## src/hw/csf_params.svh

```systemverilog
`ifndef CSF_PARAMS_SVH
`define CSF_PARAMS_SVH

// APB register offsets (byte addresses)
`define CSF_CTRL0_OFS 8'h00
`define CSF_CTRL1_OFS 8'h04
`define CSF_FPER_OFS 8'h08
`define CSF_STAT_OFS 8'h0C

// control_reg_zero fields
`define CSF_CNT_LSB 0
`define CSF_CNT_W 3
// control_reg_one fields
`define CSF_EN_BIT 0
`define CSF_OPE_BIT 1
`define CSF_INV_BIT 3
`define CSF_SPEED_SELECT_BIT 4
`define CSF_SE_BIT 7
// status_control_reg fields
`define CSF_FILTERED_COMPARE_OUT_BIT 0
`define CSF_CFF_BIT 1
`define CSF_CFR_BIT 2
`define CSF_IEF_BIT 3
`define CSF_IER_BIT 4

// Reset values
`define CSF_CTRL0_RST 8'h00
`define CSF_CTRL1_RST 8'h00
`define CSF_FPER_RST 8'h00

`endif

```

## src/hw/csf_pkg.sv

```systemverilog
package csf_pkg;
  typedef enum logic [1:0] {
    CSF_DISABLED = 2'b00,
    CSF_CONTINUOUS = 2'b01,
    CSF_SAMPLED = 2'b10,
    CSF_FILTERED = 2'b11
  } csf_mode_e;
  typedef enum logic [1:0] {
    CSF_RUN = 2'b00,
    CSF_WAIT = 2'b01,
    CSF_STOP = 2'b10,
    CSF_LEAK = 2'b11
  } csf_power_e;
endpackage

```

## src/hw/csf_filter.sv

```systemverilog
// Chosen here: register access over APB and the register addresses.
`timescale 1ns/1ps
`include "csf_params.svh"
module csf_filter (
  input wire logic clk,
  input wire logic rst,
  input wire logic [7:0] paddr,
  input wire logic psel,
  input wire logic penable,
  input wire logic pwrite,
  input wire logic [31:0] pwdata,
  output logic [31:0] prdata,
  output logic pready,
  output logic pslverr,
  input wire logic comparator_output,
  input wire csf_pkg::csf_power_e power_state,
  input wire logic debug_active,
  input wire logic leak_wakeup,
  output logic raw_compare_out,
  output logic filtered_compare_out,
  output logic cmp_pin_out,
  output logic cmp_pin_oe,
  output logic analog_enable,
  output logic high_speed,
  output logic irq,
  output logic wakeup_req
);

  // ----------------------------------------
  // Registers
  // ----------------------------------------
  logic [7:0] control_reg_zero;
  logic [7:0] control_reg_one;
  logic [7:0] filter_period_reg;
  logic rising_edge_flag;
  logic falling_edge_flag;
  logic rising_irq_enable;
  logic falling_irq_enable;
  logic [`CSF_CNT_W-1:0] filter_sample_count;
  logic [7:0] filter_sample_period;
  logic comp_enable;
  logic output_pin_enable;
  logic invert;
  logic speed_select;
  logic sample_enable;
  logic low_leak;
  logic soft_rst;
  logic wr;
  logic rd;
  csf_pkg::csf_mode_e mode;

  assign filter_sample_count = control_reg_zero[`CSF_CNT_LSB +: `CSF_CNT_W];
  assign filter_sample_period = filter_period_reg;
  assign comp_enable = control_reg_one[`CSF_EN_BIT];
  assign output_pin_enable = control_reg_one[`CSF_OPE_BIT];
  assign invert = control_reg_one[`CSF_INV_BIT];
  assign speed_select = control_reg_one[`CSF_SPEED_SELECT_BIT];
  assign sample_enable = control_reg_one[`CSF_SE_BIT];
  assign low_leak = (power_state == csf_pkg::CSF_LEAK);
  // Wakeup from low-leakage resets everything but the edge flags and the pin latch
  assign soft_rst = rst || leak_wakeup;
  assign wr = psel && penable && pwrite;
  assign rd = psel && penable && !pwrite;
  assign pready = 1'b1;
  assign pslverr = 1'b0;

  always_ff @(posedge clk) begin
    if (soft_rst) begin
      control_reg_zero <= `CSF_CTRL0_RST;
      control_reg_one <= `CSF_CTRL1_RST;
      filter_period_reg <= `CSF_FPER_RST;
      rising_irq_enable <= 1'b0;
      falling_irq_enable <= 1'b0;
    end else if (wr) begin
      unique case (paddr)
        `CSF_CTRL0_OFS: control_reg_zero <= pwdata[7:0];
        `CSF_CTRL1_OFS: control_reg_one <= pwdata[7:0];
        `CSF_FPER_OFS: filter_period_reg <= pwdata[7:0];
        `CSF_STAT_OFS: begin
          rising_irq_enable <= pwdata[`CSF_IER_BIT];
          falling_irq_enable <= pwdata[`CSF_IEF_BIT];
        end
        default: ;
      endcase
    end
  end

  // ----------------------------------------
  // Mode decode
  // ----------------------------------------
  // Sampling is digital; low-leakage has no running clock so only continuous works
  always_comb begin
    if (!comp_enable) begin
      mode = csf_pkg::CSF_DISABLED;
    end else if (low_leak || sample_enable || filter_sample_count == '0 || filter_sample_period == 8'h00) begin
      mode = csf_pkg::CSF_CONTINUOUS;
    end else if (filter_sample_count > `CSF_CNT_W'(1)) begin
      mode = csf_pkg::CSF_FILTERED;
    end else begin
      mode = csf_pkg::CSF_SAMPLED;
    end
  end

  assign analog_enable = comp_enable;
  assign high_speed = comp_enable && speed_select && !low_leak;
  assign raw_compare_out = comp_enable && (comparator_output ^ invert);

  // ----------------------------------------
  // Sample divider
  // ----------------------------------------
  logic [7:0] div_cnt;
  logic sample_tick;
  logic filt_on;

  assign filt_on = (mode == csf_pkg::CSF_SAMPLED) || (mode == csf_pkg::CSF_FILTERED);
  assign sample_tick = filt_on && (div_cnt == filter_sample_period - 8'h01);

  always_ff @(posedge clk) begin
    if (soft_rst || !filt_on) begin
      div_cnt <= 8'h00;
    end else if (sample_tick) begin
      div_cnt <= 8'h00;
    end else begin
      div_cnt <= div_cnt + 8'h01;
    end
  end

  // ----------------------------------------
  // Sample and filter
  // ----------------------------------------
  logic raw_sync;
  logic held;
  logic [`CSF_CNT_W-1:0] agree_cnt;

  always_ff @(posedge clk) begin
    if (soft_rst) begin
      raw_sync <= 1'b0;
    end else begin
      raw_sync <= raw_compare_out;
    end
  end

  // The agreement counter restarts on any sample that matches the held value
  always_ff @(posedge clk) begin
    if (soft_rst || !filt_on) begin
      held <= 1'b0;
      agree_cnt <= '0;
    end else if (sample_tick) begin
      if (raw_compare_out == held) begin
        agree_cnt <= '0;
      end else if (mode == csf_pkg::CSF_SAMPLED || agree_cnt == filter_sample_count - `CSF_CNT_W'(1)) begin
        held <= raw_compare_out;
        agree_cnt <= '0;
      end else begin
        agree_cnt <= agree_cnt + `CSF_CNT_W'(1);
      end
    end
  end

  // ----------------------------------------
  // Output, edges, interrupt
  // ----------------------------------------
  logic next_filtered_compare_out;
  logic pin_latch;

  assign next_filtered_compare_out = filt_on ? held : raw_sync;

  always_ff @(posedge clk) begin
    if (soft_rst) begin
      filtered_compare_out <= 1'b0;
    end else begin
      filtered_compare_out <= next_filtered_compare_out;
    end
  end

  // Flags survive the low-leakage wakeup, cleared by writing one
  always_ff @(posedge clk) begin
    if (rst) begin
      rising_edge_flag <= 1'b0;
      falling_edge_flag <= 1'b0;
    end else begin
      if (next_filtered_compare_out && !filtered_compare_out) begin
        rising_edge_flag <= 1'b1;
      end else if (wr && paddr == `CSF_STAT_OFS && pwdata[`CSF_CFR_BIT]) begin
        rising_edge_flag <= 1'b0;
      end
      if (!next_filtered_compare_out && filtered_compare_out) begin
        falling_edge_flag <= 1'b1;
      end else if (wr && paddr == `CSF_STAT_OFS && pwdata[`CSF_CFF_BIT]) begin
        falling_edge_flag <= 1'b0;
      end
    end
  end

  assign irq = (rising_irq_enable && rising_edge_flag) || (falling_irq_enable && falling_edge_flag);
  assign wakeup_req = irq && (power_state != csf_pkg::CSF_RUN);

  // Low-leakage freezes the pin at its last value
  always_ff @(posedge clk) begin
    if (rst) begin
      pin_latch <= 1'b0;
    end else if (!low_leak) begin
      pin_latch <= filtered_compare_out;
    end
  end

  assign cmp_pin_out = low_leak ? pin_latch : filtered_compare_out;
  assign cmp_pin_oe = output_pin_enable;

  always_ff @(posedge clk) begin
    if (soft_rst) begin
      prdata <= 32'h0000_0000;
    end else if (psel && !penable && !pwrite) begin
      unique case (paddr)
        `CSF_CTRL0_OFS: prdata <= {24'h000000, control_reg_zero};
        `CSF_CTRL1_OFS: prdata <= {24'h000000, control_reg_one};
        `CSF_FPER_OFS: prdata <= {24'h000000, filter_period_reg};
        `CSF_STAT_OFS: prdata <= {27'h0, rising_irq_enable, falling_irq_enable, rising_edge_flag,
                                  falling_edge_flag, filtered_compare_out};
        default: prdata <= 32'h0000_0000;
      endcase
    end
  end

  // ----------------------------------------
  // Checks
  // ----------------------------------------
  irq_pairs_a: assert property (@(posedge clk) disable iff (rst)
    irq == ((rising_irq_enable && rising_edge_flag) || (falling_irq_enable && falling_edge_flag)))
    else $error("irq does not match enables and flags");
  disabled_zero_a: assert property (@(posedge clk) disable iff (rst)
    !comp_enable |-> !raw_compare_out) else $error("raw output high while disabled");
  rise_flag_a: assert property (@(posedge clk) disable iff (rst)
    $rose(filtered_compare_out) |-> rising_edge_flag) else $error("rising flag missed");
  fall_flag_a: assert property (@(posedge clk) disable iff (rst)
    $fell(filtered_compare_out) |-> falling_edge_flag) else $error("falling flag missed");
  filter_off_a: assert property (@(posedge clk) disable iff (rst)
    filter_sample_period == 8'h00 |=> div_cnt == 8'h00 && !held) else $error("filter not reset");
  leak_speed_a: assert property (@(posedge clk) disable iff (rst)
    low_leak |-> !high_speed) else $error("high speed in low leakage");
  filt_hold_a: assert property (@(posedge clk) disable iff (rst)
    mode == csf_pkg::CSF_FILTERED && $changed(held) |-> $past(sample_tick)) else $error("filter moved off tick");
  leak_pin_a: assert property (@(posedge clk) disable iff (rst)
    low_leak && $past(low_leak) |-> $stable(cmp_pin_out)) else $error("pin moved in low leakage");
  flags_keep_a: assert property (@(posedge clk) disable iff (rst)
    leak_wakeup && !wr |=> rising_edge_flag == $past(rising_edge_flag)) else $error("flag lost on wakeup");
  start_zero_a: assert property (@(posedge clk)
    rst |=> !filtered_compare_out) else $error("output not zero after reset");

  // ----------------------------------------
  // Filter checks
  // ----------------------------------------
  // A period change without first going through zero is a software fault, so these hold only
  div_bound_a: assert property (@(posedge clk) disable iff (soft_rst)
    filt_on |-> div_cnt < filter_sample_period)
    else $error("divider ran past the period");
  tick_gap_a: assert property (@(posedge clk) disable iff (soft_rst)
    sample_tick && filter_sample_period > 8'h01 |=> !sample_tick)
    else $error("sample ticks too close");
  off_quiet_a: assert property (@(posedge clk) disable iff (soft_rst)
    filter_sample_period == 8'h00 |-> !sample_tick)
    else $error("tick with period zero");
  first_zero_a: assert property (@(posedge clk) disable iff (soft_rst)
    $rose(filt_on) |-> !held)
    else $error("filter did not start at zero");
  sampled_take_a: assert property (@(posedge clk) disable iff (soft_rst)
    mode == csf_pkg::CSF_SAMPLED && sample_tick |=> held == $past(raw_compare_out))
    else $error("sampled mode missed a sample");
  agree_restart_a: assert property (@(posedge clk) disable iff (soft_rst)
    mode == csf_pkg::CSF_FILTERED && sample_tick && raw_compare_out == held |=> agree_cnt == '0)
    else $error("agreeing sample did not restart count");
  filt_step_a: assert property (@(posedge clk) disable iff (soft_rst)
    mode == csf_pkg::CSF_FILTERED && sample_tick && raw_compare_out != held &&
    agree_cnt != filter_sample_count - `CSF_CNT_W'(1) |=> $stable(held))
    else $error("filter changed too early");
  filt_take_a: assert property (@(posedge clk) disable iff (soft_rst)
    mode == csf_pkg::CSF_FILTERED && sample_tick && raw_compare_out != held &&
    agree_cnt == filter_sample_count - `CSF_CNT_W'(1) |=> held == $past(raw_compare_out))
    else $error("filter missed a full run");
  // Continuous output is two flops behind the raw value
  cont_follow_a: assert property (@(posedge clk) disable iff (soft_rst)
    !filt_on |=> filtered_compare_out == $past(raw_sync))
    else $error("continuous output lost sync");
  filt_follow_a: assert property (@(posedge clk) disable iff (soft_rst)
    filt_on |=> filtered_compare_out == $past(held))
    else $error("filtered output lags held value");
  raw_path_a: assert property (@(posedge clk) disable iff (rst)
    comp_enable |-> raw_compare_out == (comparator_output ^ invert))
    else $error("raw output wrong polarity");
  stat_read_a: assert property (@(posedge clk) disable iff (soft_rst)
    psel && !penable && !pwrite && paddr == `CSF_STAT_OFS |=> prdata[`CSF_FILTERED_COMPARE_OUT_BIT] == $past(filtered_compare_out))
    else $error("status read shows wrong output");

  // ----------------------------------------
  // Flag checks
  // ----------------------------------------
  // Set wins over a clear in the same cycle so no edge is ever lost
  rise_set_a: assert property (@(posedge clk) disable iff (rst)
    next_filtered_compare_out && !filtered_compare_out |=> rising_edge_flag)
    else $error("rising edge not flagged");
  fall_set_a: assert property (@(posedge clk) disable iff (rst)
    !next_filtered_compare_out && filtered_compare_out |=> falling_edge_flag)
    else $error("falling edge not flagged");
  rise_clear_a: assert property (@(posedge clk) disable iff (rst)
    wr && paddr == `CSF_STAT_OFS && pwdata[`CSF_CFR_BIT] && !(next_filtered_compare_out && !filtered_compare_out)
    |=> !rising_edge_flag)
    else $error("rising flag not cleared");
  irq_drop_a: assert property (@(posedge clk) disable iff (rst)
    !rising_edge_flag && !falling_edge_flag |-> !irq)
    else $error("irq without a flag");

  // ----------------------------------------
  // Power checks
  // ----------------------------------------
  leak_regs_a: assert property (@(posedge clk) disable iff (rst)
    leak_wakeup |=> control_reg_one == `CSF_CTRL1_RST && filter_period_reg == `CSF_FPER_RST)
    else $error("controls survived wakeup");
  leak_cont_a: assert property (@(posedge clk) disable iff (rst)
    low_leak |-> !filt_on)
    else $error("sampling in low leakage");
  wake_req_a: assert property (@(posedge clk) disable iff (rst)
    power_state != csf_pkg::CSF_RUN && irq |-> wakeup_req)
    else $error("no wakeup for pending irq");
  speed_sel_a: assert property (@(posedge clk) disable iff (rst)
    !low_leak |-> high_speed == (comp_enable && speed_select))
    else $error("speed select ignored");
  pin_live_a: assert property (@(posedge clk) disable iff (rst)
    !low_leak |-> cmp_pin_out == filtered_compare_out)
    else $error("pin does not follow output");
  debug_run_a: assert property (@(posedge clk) disable iff (rst)
    debug_active && comp_enable |-> analog_enable)
    else $error("comparator frozen in debug");

  cov_filtered_c: cover property (@(posedge clk) mode == csf_pkg::CSF_FILTERED && $rose(held));
  cov_sampled_c: cover property (@(posedge clk) mode == csf_pkg::CSF_SAMPLED && $fell(held));
  cov_irq_c: cover property (@(posedge clk) $rose(irq));
  cov_leak_c: cover property (@(posedge clk) leak_wakeup && rising_edge_flag);
  cov_restart_c: cover property (@(posedge clk) mode == csf_pkg::CSF_FILTERED && sample_tick && agree_cnt != '0);

endmodule

```

## config.mk

```make
export PLATFORM = sky130hd
export DESIGN_NAME = csf_filter
export DESIGN_NICKNAME = d
export VERILOG_FILES = /design/src/hw/csf_pkg.sv /design/src/hw/csf_filter.sv
export VERILOG_INCLUDE_DIRS = /design/src /design/src/hw
export SDC_FILE = /design/constraint.sdc
export NUM_CORES = 1
export LEC_CHECK = 0
export BUFFER_PORTS_ARGS = -buffer_cell sky130_fd_sc_hd__buf_2
export CORE_ASPECT_RATIO = 0.7
export CORE_MARGIN = 3
export CORE_UTILIZATION = 42
export DETAILED_ROUTE_END_ITERATION = 12
export PLACE_DENSITY = 0.69
export REMOVE_ABC_BUFFERS = 1
export SYNTH_ARGS = -nofsm -noshare
export SYNTH_HDL_FRONTEND = slang
export SYNTH_SLANG_ARGS = --single-unit
```

## constraint.sdc

```tcl
create_clock -name clk -period 2.15 [get_ports clk]
set_input_delay 0.1075 -clock clk [delete_from_list [all_inputs] [get_ports clk]]
set_output_delay 0.1075 -clock clk [all_outputs]
set_load 0.03 [all_outputs]
```

* Word-level counts from Yosys, hierarchy flattened
Index checks and enable logic that the tools add are counted.
** Word-level totals
- Flip-flop bits (word level) :: 75
- Latch bits :: 0
- RAM bits :: 0
- Bits in read-only memories :: 0
- Output and inout port bits :: 42
- Memories :: 0
** Operators by class
- Add/sub/neg operators :: 4
- Multiply operators :: 0
- Div/mod/pow operators :: 0
- Magnitude comparators :: 1
- Equal/unequal tests :: 9
- Shifts and indexed selects :: 0
- Muxes and demuxes :: 12
- Bitwise operators :: 2
- Reduce and logical (&&, ||, !) cells :: 42
** Operators with widths (number)
- $pmux 8 s4 :: 1
- $eq 8x4->1 const B :: 2
- $logic_and 1x1->1 :: 16
- $logic_not 8->1 :: 2
- $add 8x1->8 const B :: 1
- $eq 8x3->1 const B :: 1
- $eq 8x8->1 :: 1
- $logic_or 1x1->1 :: 8
- $reduce_and 2->1 :: 4
- $sub 8x1->8 const B :: 1
- $mux 1 :: 7
- $eq 2x2->1 const B :: 3
- $logic_not 1->1 :: 6
- $mux 3 :: 2
- $reduce_bool 2->1 :: 3
- $mux 2 :: 2
- $add 3x1->3 const B :: 1
- $eq 3x3->1 :: 1
- $gt 3x1->1 const B :: 1
- $logic_not 3->1 :: 1
- $reduce_and 3->1 :: 1
- $sub 3x1->3 const B :: 1
- $reduce_or 2->1 :: 1
- $eq 1x1->1 :: 1
- other kinds (2) :: 2

* Depth between registers and ports, before layout
Gate-level depths: netlist of run 1.
- Depth after elaboration :: 12
- Depth in mapped cells :: 9

* Worst setup path after synthesis of run 1
No wires, ideal clock.
- Path kind :: reg2reg
- From :: register filter_period_reg[0]
- To :: register agree_cnt[2]
- Library setup time :: 70 ps
- Arrival :: 2236 ps
- Required time :: 2080 ps
- Path slack :: -155 ps
- Cell stages (with the launch flop) :: 10
- Path buffers :: 1
- Period minus slack after synthesis :: 2305 ps
- Cell sequence :: dfxtp_1 clkbuf_2 inv_1 ha_1 nor4b_1 xor2_1 and4b_1 o2111ai_4 or4_1 a21oi_1
** Between the ends
- Cells in the longest elaborated chain, start to end :: 8
- Elaborated cells between the ends (all ways) :: 15
** RTL lines
- start: declaration :: line csf_filter.sv:34 : logic [7:0] filter_period_reg;
- start signal: assignment :: line csf_filter.sv:71 : filter_period_reg <= `CSF_FPER_RST;
- start signal: assignment :: line csf_filter.sv:78 : `CSF_FPER_OFS: filter_period_reg <= pwdata[7:0];
- $logic_not 8->1 :: line csf_filter.sv:95 : end else if (low_leak || sample_enable || filter_sample_count == '0 || filter_sample_period == 8'h00) begin
- $logic_or 1x1->1 :: line csf_filter.sv:95
- $mux 2 :: line csf_filter.sv:95
- $mux 2 :: line csf_filter.sv:93 : if (!comp_enable) begin
- $eq 2x2->1, on equally long branches :: line csf_filter.sv:115, csf_filter.sv:151
- $logic_or 1x1->1, on equally long branches :: line csf_filter.sv:151, csf_filter.sv:115
- $mux 3 or $logic_not 1->1 (tied branches) :: line csf_filter.sv:151, csf_filter.sv:145
- $mux 3 or $logic_or 1x1->1 (tied branches) :: line csf_filter.sv:149, csf_filter.sv:145
- end signal: assignment :: line csf_filter.sv:155 : agree_cnt <= agree_cnt + `CSF_CNT_W'(1);
- end: declaration :: line csf_filter.sv:133 : logic [`CSF_CNT_W-1:0] agree_cnt;
Parallel ways exist; a longest one is shown, timed or not.
A chain may end at the register's enable or synchronous reset.

* Worst setup path after layout of run 1
- From :: register filter_period_reg[3]
- To :: register agree_cnt[2]
The elaborated chain is that of the path after synthesis.

==> impl_metrics.tcl, run 1 <==
set metrics [dict create \
    syn_inst 293 \
    first_global_vias 2028 \
    start_util_pct 45.3 \
    finClkSkew_ps 6.80 \
    hp-class "in2reg" \
    critPathKind "reg2reg" \
    status "complete, but fails checks" \
    worstReg2RegStart "filter_period_reg[3]" \
    yosys-top-cells-area "dfxtp_1 (38%), mux2i_1 (11%), buf_4 (7.2%), nor2_1 (7.2%), mux4_2 (3.3%)" \
    p_sw_w 0.000421 \
    fp.dieW_um 102 \
    synth-seq-cells 51 \
    finalMaxSlewViolations 0 \
    grt_pass1_wl_um 10100 \
    hold_violations 0 \
    grt_overflow_total 0 \
    clk-insertion-delay-late_ps 310 \
    synthFlopType "dfxtp_1" \
    grt_use_total_pct 17.5 \
    synth.top_cell.area_share_pct 37.7 \
    pwr-share-comb_pct 7.9 \
    core_mm2 0.00599 \
    routabilityCongestion 0.804 \
    drc_errors 0 \
    cts-root-buf "clkbuf_8" \
    r2r-end "agree_cnt[2]" \
    maxCapViolCount 0 \
    dpl-instance-area_mm2 0.00308 \
    synth_cell_type_count 50 \
    fin_crit_ps 2230 \
    final_nets 415 \
    clock.fmax_mhz 449 \
    hpwl_um 4820 \
    crit_path_start_kind "flop" \
    vias 2197 \
    critPathMaxFanout 4 \
    tritoncts "yes" \
    yosysTopAreaCell "dfxtp_1" \
    wirelength_um 6340 \
    synth-seq-area-share_pct 37.7 \
    wl_per_cell_um 14.6 \
    area_growth_pct 20.3 \
    fp.dieArea_mm2 0.00746 \
    fin_setup_tns_ps -230 \
    p_total_w 0.00165 \
    detail-route-antenna-nets 0 \
    endpoint "agree_cnt[2]" \
    leakage_nw 1.48 \
    stdcell_area_mm2 0.00326 \
    pwr-share-seq_pct 57.4 \
    io_buffers 40 \
    n_antenna_cell 0 \
    end_kind "flop" \
    drtIter0Drc 85 \
    synthesis.area_mm2 0.00271 \
    antenna_found_initial 0 \
    yosys_warnings 0 \
    rsz0062_at_grt "yes" \
    htreeDepth 2 \
    cts_num_sinks 51 \
    fp.dieH_um 73.2 \
    reg2reg_slack_ps -80 \
    power_density_mw_per_mm2 505 \
    row_count 23 \
    irDropWorstVdd_mv 0.233 \
    vias_per_cell 5.05 \
    drive_above_1_share_pct 30.0 \
    hold_path_depth 3 \
    r2r_cells 6 \
    io-pin-count 92 \
    arrival_ps 2470 \
    cp.required_ps 2390 \
    pwr-share-clk_pct 34.8 \
    relSlewSlack_pct 63.8 \
    violations "setup timing" \
    period_share_pct 104 \
    finalSetupViolations 4 \
    worstMarginPinSlew_ps 542 \
    avgSynthCellArea_um2 9.25 \
    fin_ws_ps -77.0 \
    synthArstFlopShare_pct 0 \
    clk_pin_slew_worst_paths_ps 90 \
    grt_max_degree 28 \
    cts_made_buffers 5 \
    swShare_pct 25.6 \
    final_core_util_pct 54.5 \
    first_pass_iters 5 \
    synth_edf_count 0 \
    cts_buffer_depth 2 \
    critPathLaunch "filter_period_reg[3]" \
    p_int_w 0.00122 \
]
[how the worst min path moves through the flow]
stage | start | end | slack [ps]
6_report | pwdata[5] | control_reg_one[5] | 70
3_5_place_dp | rst | rising_edge_flag | 320
3_3_place_gp | rst | falling_edge_flag | 310
5_1_grt | pwdata[6] | filter_period_reg[6] | 90
2_1_floorplan | rst | pin_latch | 180
4_1_cts | pwdata[5] | control_reg_one[5] | 60
[cell usage after synthesis (3+ instances only)]
library cell / n
buf_4: 26
or3_1: 3
dfxtp_1: 51
nor2_1: 52
nand3_1: 6
inv_1: 7
mux4_2: 4
xor2_1: 10
nand2_1: 15
o21ai_0: 6
xnor2_1: 9
a21oi_1: 5
ha_1: 5
or4_1: 3
nor2b_1: 3
mux2i_1: 30
nor3_1: 3
clkbuf_1: 5
or2_2: 4
buf_1: 3
a22oi_1: 9
[cells by family (layout without fill, tap and decap cells)]
family / Yosys count / count (layout) / synth area share, %
buf+inv: 44 / 87 / 9.84
flops: 51 / 51 / 37.7
other cells: 2 / 26 / 0.277
fa+ha+maj: 5 / 5 / 2.31
xor+xnor: 20 / 20 / 6.97
compound gates: 33 / 33 / 9.19
simple gates: 102 / 102 / 17.9
mux: 36 / 36 / 15.8
[placed cells by master, fill, tap and decap left out, drive strengths merged, types with 2 or more instances in the layout]
cell / count
inv: 7
a21oi: 6
conb: 26
mux2i: 30
and3: 3
clkbuf: 6
xor2: 10
dfxtp: 51
nor2: 52
nor3: 3
nand2: 15
o21ai: 6
a22oi: 9
nand3: 6
nor4: 2
nor2b: 3
buf: 72
mux4: 5
o21a: 2
xnor2: 9
or2: 4
ha: 5
or4: 4
or3: 4
[critical path, cell delays in order, from the launching register on]
cell       delay, ps
dfxtp_2          350
or3_4            370
or4_4            440
a21oi_4          160
o2111ai_4        180
or4_1            530
a21oi_1          130
[layer usage]
| metal | vias up | track usage (%) | wire, µm |
|---|---|---|---|
| met5 | - | 0 | 0 |
| met3 | 8 | 3.53 | 400 |
| li1 | 1091 | - | - |
| met1 | 1031 | 27.4 | 3260 |
| met2 | 67 | 23.7 | 2600 |
| met4 | 0 | 5.68 | 76 |
[repair_timing]
| action | 4_1_cts | 5_1_grt |
|---|---|---|
| buffers inserted | 1 | 1 |
| hold endpoints to repair | 3 | 0 |
| hold buffers | 1 | 0 |
| pin swaps | 2 | 10 |
| setup endpoints to repair | 9 | 13 |
| gates cloned | 0 | 0 |
| gates resized for setup | 8 | 11 |
[through the flow]
step	instances	setup slack (ps)	hold WS, ps
finish	435	-77.0	73.6
global route	435	-177	85.8
CTS	434	-61.7	63.9
detailed placement	425	-95.7	318
global placement	425	-68.1	313
floorplan	280	-293	179
[power by group through the flow]
stage	Clock [W]	Sequential, W	Combinational (W)
global route	0.000632	0.000944	0.000138
floorplan	0	0.000966	0.0000793
CTS	0.000589	0.000944	0.000127
finish	0.000572	0.000944	0.000129
detailed placement	0	0.000966	0.000126
global placement	0	0.000966	0.000125
[cell type report]
cell class | count | area (µm²)
well taps | 75 | 93.8
multi-input cells | 222 | 1570
clock buffers | 6 | 82.6
flip-flops and latches | 51 | 1020
clock inverters | 1 | 5.00
inverters | 7 | 26.3
repair buffers | 73 | 454
fillers | 557 | 2730
Note: power is estimated with default switching activity, not from simulation.
==> run 2, diff against run 1 <==
--- a/config.mk
+++ b/config.mk
@@ -13,6 +13,7 @@
 export DETAILED_ROUTE_END_ITERATION = 12
 export PLACE_DENSITY = 0.69
 export REMOVE_ABC_BUFFERS = 1
+export SETUP_SLACK_MARGIN = 0.5
 export SYNTH_ARGS = -nofsm -noshare
 export SYNTH_HDL_FRONTEND = slang
 export SYNTH_SLANG_ARGS = --single-unit
==> run 2 against run 1 <==
Compared with the run above:
- the flow still finishes with violations (setup timing)
- setup slack worse by 13 ps
- maximum frequency is 0.59% lower
- hold slack worse by 1.5 ps
- clock power hardly changed
- routed wire length is 1.6% higher
- cell area is 2.5% higher
- core utilization is 1.4 points higher
- sequential power hardly changed
- total power hardly changed
- sequential share of layout area is 0.73 points lower
- critical path type unchanged
- largest power group unchanged
==> impl_metrics.tcl, run 2 (synthesized netlist as in run 1, its figures left out) <==
set metrics [dict create \
    status "complete, but fails checks" \
    violations "setup timing" \
    fin_setup_tns_ps -285 \
    drc_errors 0 \
    endpoint "agree_cnt[2]" \
    critPathKind "reg2reg" \
    arrival_ps 2480 \
    first_global_vias 2027 \
    end_kind "flop" \
    routabilityCongestion 0.804 \
    io-pin-count 92 \
    clock.fmax_mhz 446 \
    irDropWorstVdd_mv 0.233 \
    p_total_w 0.00165 \
    clk-insertion-delay-late_ps 310 \
    r2r-end "agree_cnt[2]" \
    fin_ws_ps -90.2 \
    critPathMaxFanout 7 \
    fin_crit_ps 2240 \
    maxCapViolCount 0 \
    power_density_mw_per_mm2 493 \
    cts_buffer_depth 2 \
    grt_use_total_pct 17.5 \
    htreeDepth 2 \
    fillerInstances 554 \
    final_nets 417 \
    start_util_pct 45.3 \
    tritoncts "yes" \
    vias_per_cell 5.13 \
    fp.dieW_um 102 \
    finClkSkew_ps 6.87 \
    critPathLaunch "filter_period_reg[0]" \
    clk_pin_slew_worst_paths_ps 90 \
    leakage_nw 1.50 \
    hp-class "in2reg" \
    drive_above_1_share_pct 32.6 \
    wl_per_cell_um 14.7 \
    cts_made_buffers 5 \
    first_pass_iters 5 \
    antenna_found_initial 0 \
    wirelength_um 6440 \
    core_mm2 0.00599 \
    period_share_pct 104 \
    fp.dieArea_mm2 0.00746 \
    grt_overflow_total 0 \
    worstReg2RegStart "filter_period_reg[0]" \
    row_count 23 \
    cts-root-buf "clkbuf_8" \
    vias 2240 \
    fp.dieH_um 73.2 \
    crit_path_start_kind "flop" \
    io_buffers 40 \
    area_growth_pct 23.3 \
    detail-route-antenna-nets 0 \
    hpwl_um 4820 \
    r2r_cells 7 \
    reg2reg_slack_ps -90 \
    hold_violations 0 \
    cts_num_sinks 51 \
    finalMaxSlewViolations 0 \
    finalSetupViolations 4 \
    grt_max_degree 28 \
    drtIter0Drc 88 \
    n_antenna_cell 0 \
    grt_pass1_wl_um 10100 \
    rsz0062_at_grt "yes" \
    final_cell_mix "nor2_1 (48), dfxtp_1 (48), buf_2 (40)" \
    cp.required_ps 2390 \
]
run 2: worst min-delay path by stage:
stage	startpoint	to	slack, ps	depth (start not counted)
finish	pwdata[5]	control_reg_one[5]	70	3
global route	pwdata[6]	filter_period_reg[6]	90	3
CTS	pwdata[5]	control_reg_one[5]	60	3
detailed placement	rst	rising_edge_flag	320	2
global placement	rst	falling_edge_flag	310	2
floorplan	rst	pin_latch	180	1
run 2: layout make-up:
type / count / area (µm²) / area share [%]
Clock buffer: 6 / 82.6 / 2.47
Clock inverter: 1 / 5.00 / 0.150
Tap cell: 75 / 93.8 / 2.81
Inverter: 7 / 26.3 / 0.787
Sequential cell: 51 / 1020 / 30.7
Timing Repair Buffer: 75 / 484 / 14.5
Multi-Input combinational cell: 222 / 1620 / 48.6
run 2: through the flow:
| step | area [µm²] | hold slack [ps] | util, % | worst slack [ps] | std cells |
|---|---|---|---|---|---|
| finish | 3340 | 72.1 | 55.8 | -90.2 | 437 |
| detailed placement | 3080 | 318 | 51.4 | -95.7 | 425 |
| global route | 3340 | 85.3 | 55.8 | -182 | 437 |
| CTS | 3230 | 63.9 | 54.0 | -61.7 | 434 |
| global placement | 3080 | 313 | 51.4 | -68.1 | 425 |
| floorplan | 2560 | 179 | - | -293 | 280 |
run 2: where the power goes:
part | switching, W | internal, W
combinational | 0.000104 | 0.0000278
clock | 0.000318 | 0.000253
sequential | 0.0000000480 | 0.000944
run 2: worst max-delay path: stages (launching register included):
cell and delay (ps):
dfxtp_2 340, buf_4 160, or4_4 540, nor2_4 140, xnor2_2 150, o2111ai_4 190, or4_1 530, a21oi_1 130
run 2: what timing repair did:
action                                  in CTS  in global routing
buffers inserted                             1                  3
hold endpoints to repair                     3                  0
hold buffers                                 1                  0
endpoints found under the setup margin      22                 36
resized for setup                           11                 23
pin swaps                                    2                 14
run 2: metal layers:
layer  GRT usage [%]  vias to the layer above  part of all wire, %
met5               0                        -                    0
met3            3.53                        8                  6.4
met2            23.7                       65                   42
met4            5.68                        0                  1.2
li1                -                     1097                    -
met1            27.4                     1070                   51
==> run 3, diff against run 2 <==
--- a/config.mk
+++ b/config.mk
@@ -9,9 +9,9 @@
 export BUFFER_PORTS_ARGS = -buffer_cell sky130_fd_sc_hd__buf_2
 export CORE_ASPECT_RATIO = 0.7
 export CORE_MARGIN = 3
-export CORE_UTILIZATION = 42
+export CORE_UTILIZATION = 40
 export DETAILED_ROUTE_END_ITERATION = 12
-export PLACE_DENSITY = 0.69
+export PLACE_DENSITY = 0.66
 export REMOVE_ABC_BUFFERS = 1
 export SETUP_SLACK_MARGIN = 0.5
 export SYNTH_ARGS = -nofsm -noshare
==> run 3 against run 2 <==
Compared with the run above:
- the run still ends with setup timing left
- global-route usage down 1.8 points
- via count decreased by 3.3%
- maximum frequency decreased by 0.55%
- setup slack got worse by 12 ps
- combinational power about the same
- register-to-register slack barely moved
- final cell count grew 2.1%
- cell area is 1.8% lower
- clock skew about the same
- critical endpoint unchanged
- largest power group unchanged
==> impl_metrics.tcl, run 3 (synthesized netlist as in run 1, its figures left out) <==
set metrics [dict create \
    status "complete, but fails checks" \
    violations "setup timing" \
    htreeDepth 2 \
    arrival_ps 2500 \
    r2r_cells 6 \
    p_sw_w 0.000414 \
    final_cell_mix "nor2_1 (51), dfxtp_1 (48), buf_2 (40)" \
    detail-route-antenna-nets 0 \
    power_density_mw_per_mm2 499 \
    irDropWorstVdd_mv 0.224 \
    cts_num_sinks 51 \
    hp-class "in2reg" \
    finalMaxSlewViolations 0 \
    first_global_vias 2053 \
    cts-root-buf "clkbuf_8" \
    end_kind "flop" \
    p_int_w 0.00123 \
    clock.fmax_mhz 444 \
    vias 2165 \
    critPathKind "reg2reg" \
    start_util_pct 42.4 \
    n_antenna_cell 0 \
    maxCapViolCount 0 \
    first_pass_iters 4 \
    hpwl_um 4630 \
    final_nets 410 \
    cts_buffer_depth 2 \
    period_share_pct 105 \
    routabilityCongestion 0.822 \
    fin_crit_ps 2250 \
    io_buffers 40 \
    clk-insertion-delay-late_ps 300 \
    vias_per_cell 4.85 \
    hold_path_depth 3 \
    fp.dieW_um 104 \
    pwr-share-seq_pct 57.6 \
    leakage_nw 1.47 \
    stdcell_area_mm2 0.00328 \
    drc_errors 0 \
    finalSetupViolations 3 \
    clk_pin_slew_worst_paths_ps 90 \
    rsz0062_at_grt "yes" \
    mostFrequentLayoutCell "nor2_1" \
    pwr-share-clk_pct 34.4 \
    area_growth_pct 21.2 \
    crit_path_start_kind "flop" \
    pwr-share-comb_pct 8.0 \
    wirelength_um 6090 \
    grt_overflow_total 0 \
    grt_max_degree 27 \
    fin_ws_ps -103 \
    critPathMaxFanout 5 \
    antenna_found_initial 0 \
    io-pin-count 92 \
    fp.dieArea_mm2 0.00781 \
    row_count 24 \
    fp.dieH_um 74.9 \
    dpl-instance-area_mm2 0.00305 \
    swShare_pct 25.2 \
    drtIter0Drc 60 \
    fin_setup_tns_ps -190 \
    finClkSkew_ps 6.46 \
    core_mm2 0.00640 \
    hold_violations 0 \
    drive_above_1_share_pct 31.3 \
    fin_hold_ws_ps 82.8 \
    wl_per_cell_um 13.7 \
    grt_pass1_wl_um 9900 \
    cts_made_buffers 5 \
    tritoncts "yes" \
    cp.required_ps 2390 \
    grt_use_total_pct 15.7 \
]
==> run 3: stage by stage <==
stage / total power [W] / worst slack [ps] / std cells / utilization (%)
2_1_floorplan: 0.00105 / -293 / 280 / -
3_3_place_gp: 0.00109 / -70.5 / 434 / 47.6
3_5_place_dp: 0.00109 / -98.9 / 434 / 47.6
4_1_cts: 0.00165 / -75.5 / 443 / 50.1
5_1_grt: 0.00171 / -169 / 446 / 51.3
6_report: 0.00164 / -103 / 446 / 51.3
==> run 3: timing repair <==
| action | 4_1_cts | 5_1_grt |
|---|---|---|
| setup buffers | 1 | 3 |
| endpoints found under the hold margin | 3 | 0 |
| endpoints found under the setup margin | 15 | 34 |
| resized for setup | 13 | 14 |
| hold buffers | 1 | 0 |
| gates cloned | 0 | 0 |
| pin swaps | 10 | 9 |
==> run 3: cell type report <==
| class | count | area [µm²] |
|---|---|---|
| clock buffers | 6 | 82.6 |
| multi-input cells | 222 | 1610 |
| flip-flops and latches | 51 | 1020 |
| clock inverters | 1 | 5.00 |
| repair buffers | 68 | 420 |
| inverters | 7 | 26.3 |
| fillers | 604 | 3110 |
| well taps | 91 | 114 |
==> run 3: critical path: stages, from the launching register on <==
cell	delay [ps]
dfxtp_2	330
or3_4	400
or4_4	450
a21oi_4	160
o2111ai_4	180
or4_4	560
a21oi_2	130
==> run 3: power groups by stage <==
stage               Clock [W]  Sequential, W  Combinational, W
floorplan                   0       0.000966         0.0000793
global placement            0       0.000966          0.000125
detailed placement          0       0.000966          0.000126
CTS                  0.000581       0.000944          0.000128
global route         0.000622       0.000944          0.000141
finish               0.000564       0.000944          0.000131
==> run 3: worst paths after layout <==
check | slack, ps | from | endpoint
setup / recovery | -100 | filter_period_reg[2] | agree_cnt[2]
hold / removal | 80 | pwdata[7] | filter_period_reg[7]
setup reg to reg | -100 | filter_period_reg[2] | agree_cnt[2]
hold reg to reg | 500 | control_reg_zero[4] | control_reg_zero[4]
==> run 3: metal layers <==
metal | share of wire [%] | vias up | GRT usage, %
li1 | - | 1078 | -
met1 | 52 | 1032 | 22.9
met2 | 43 | 53 | 24.4
met3 | 4.8 | 2 | 3.17
met4 | 0.39 | 0 | 3.54
met5 | 0 | - | 0
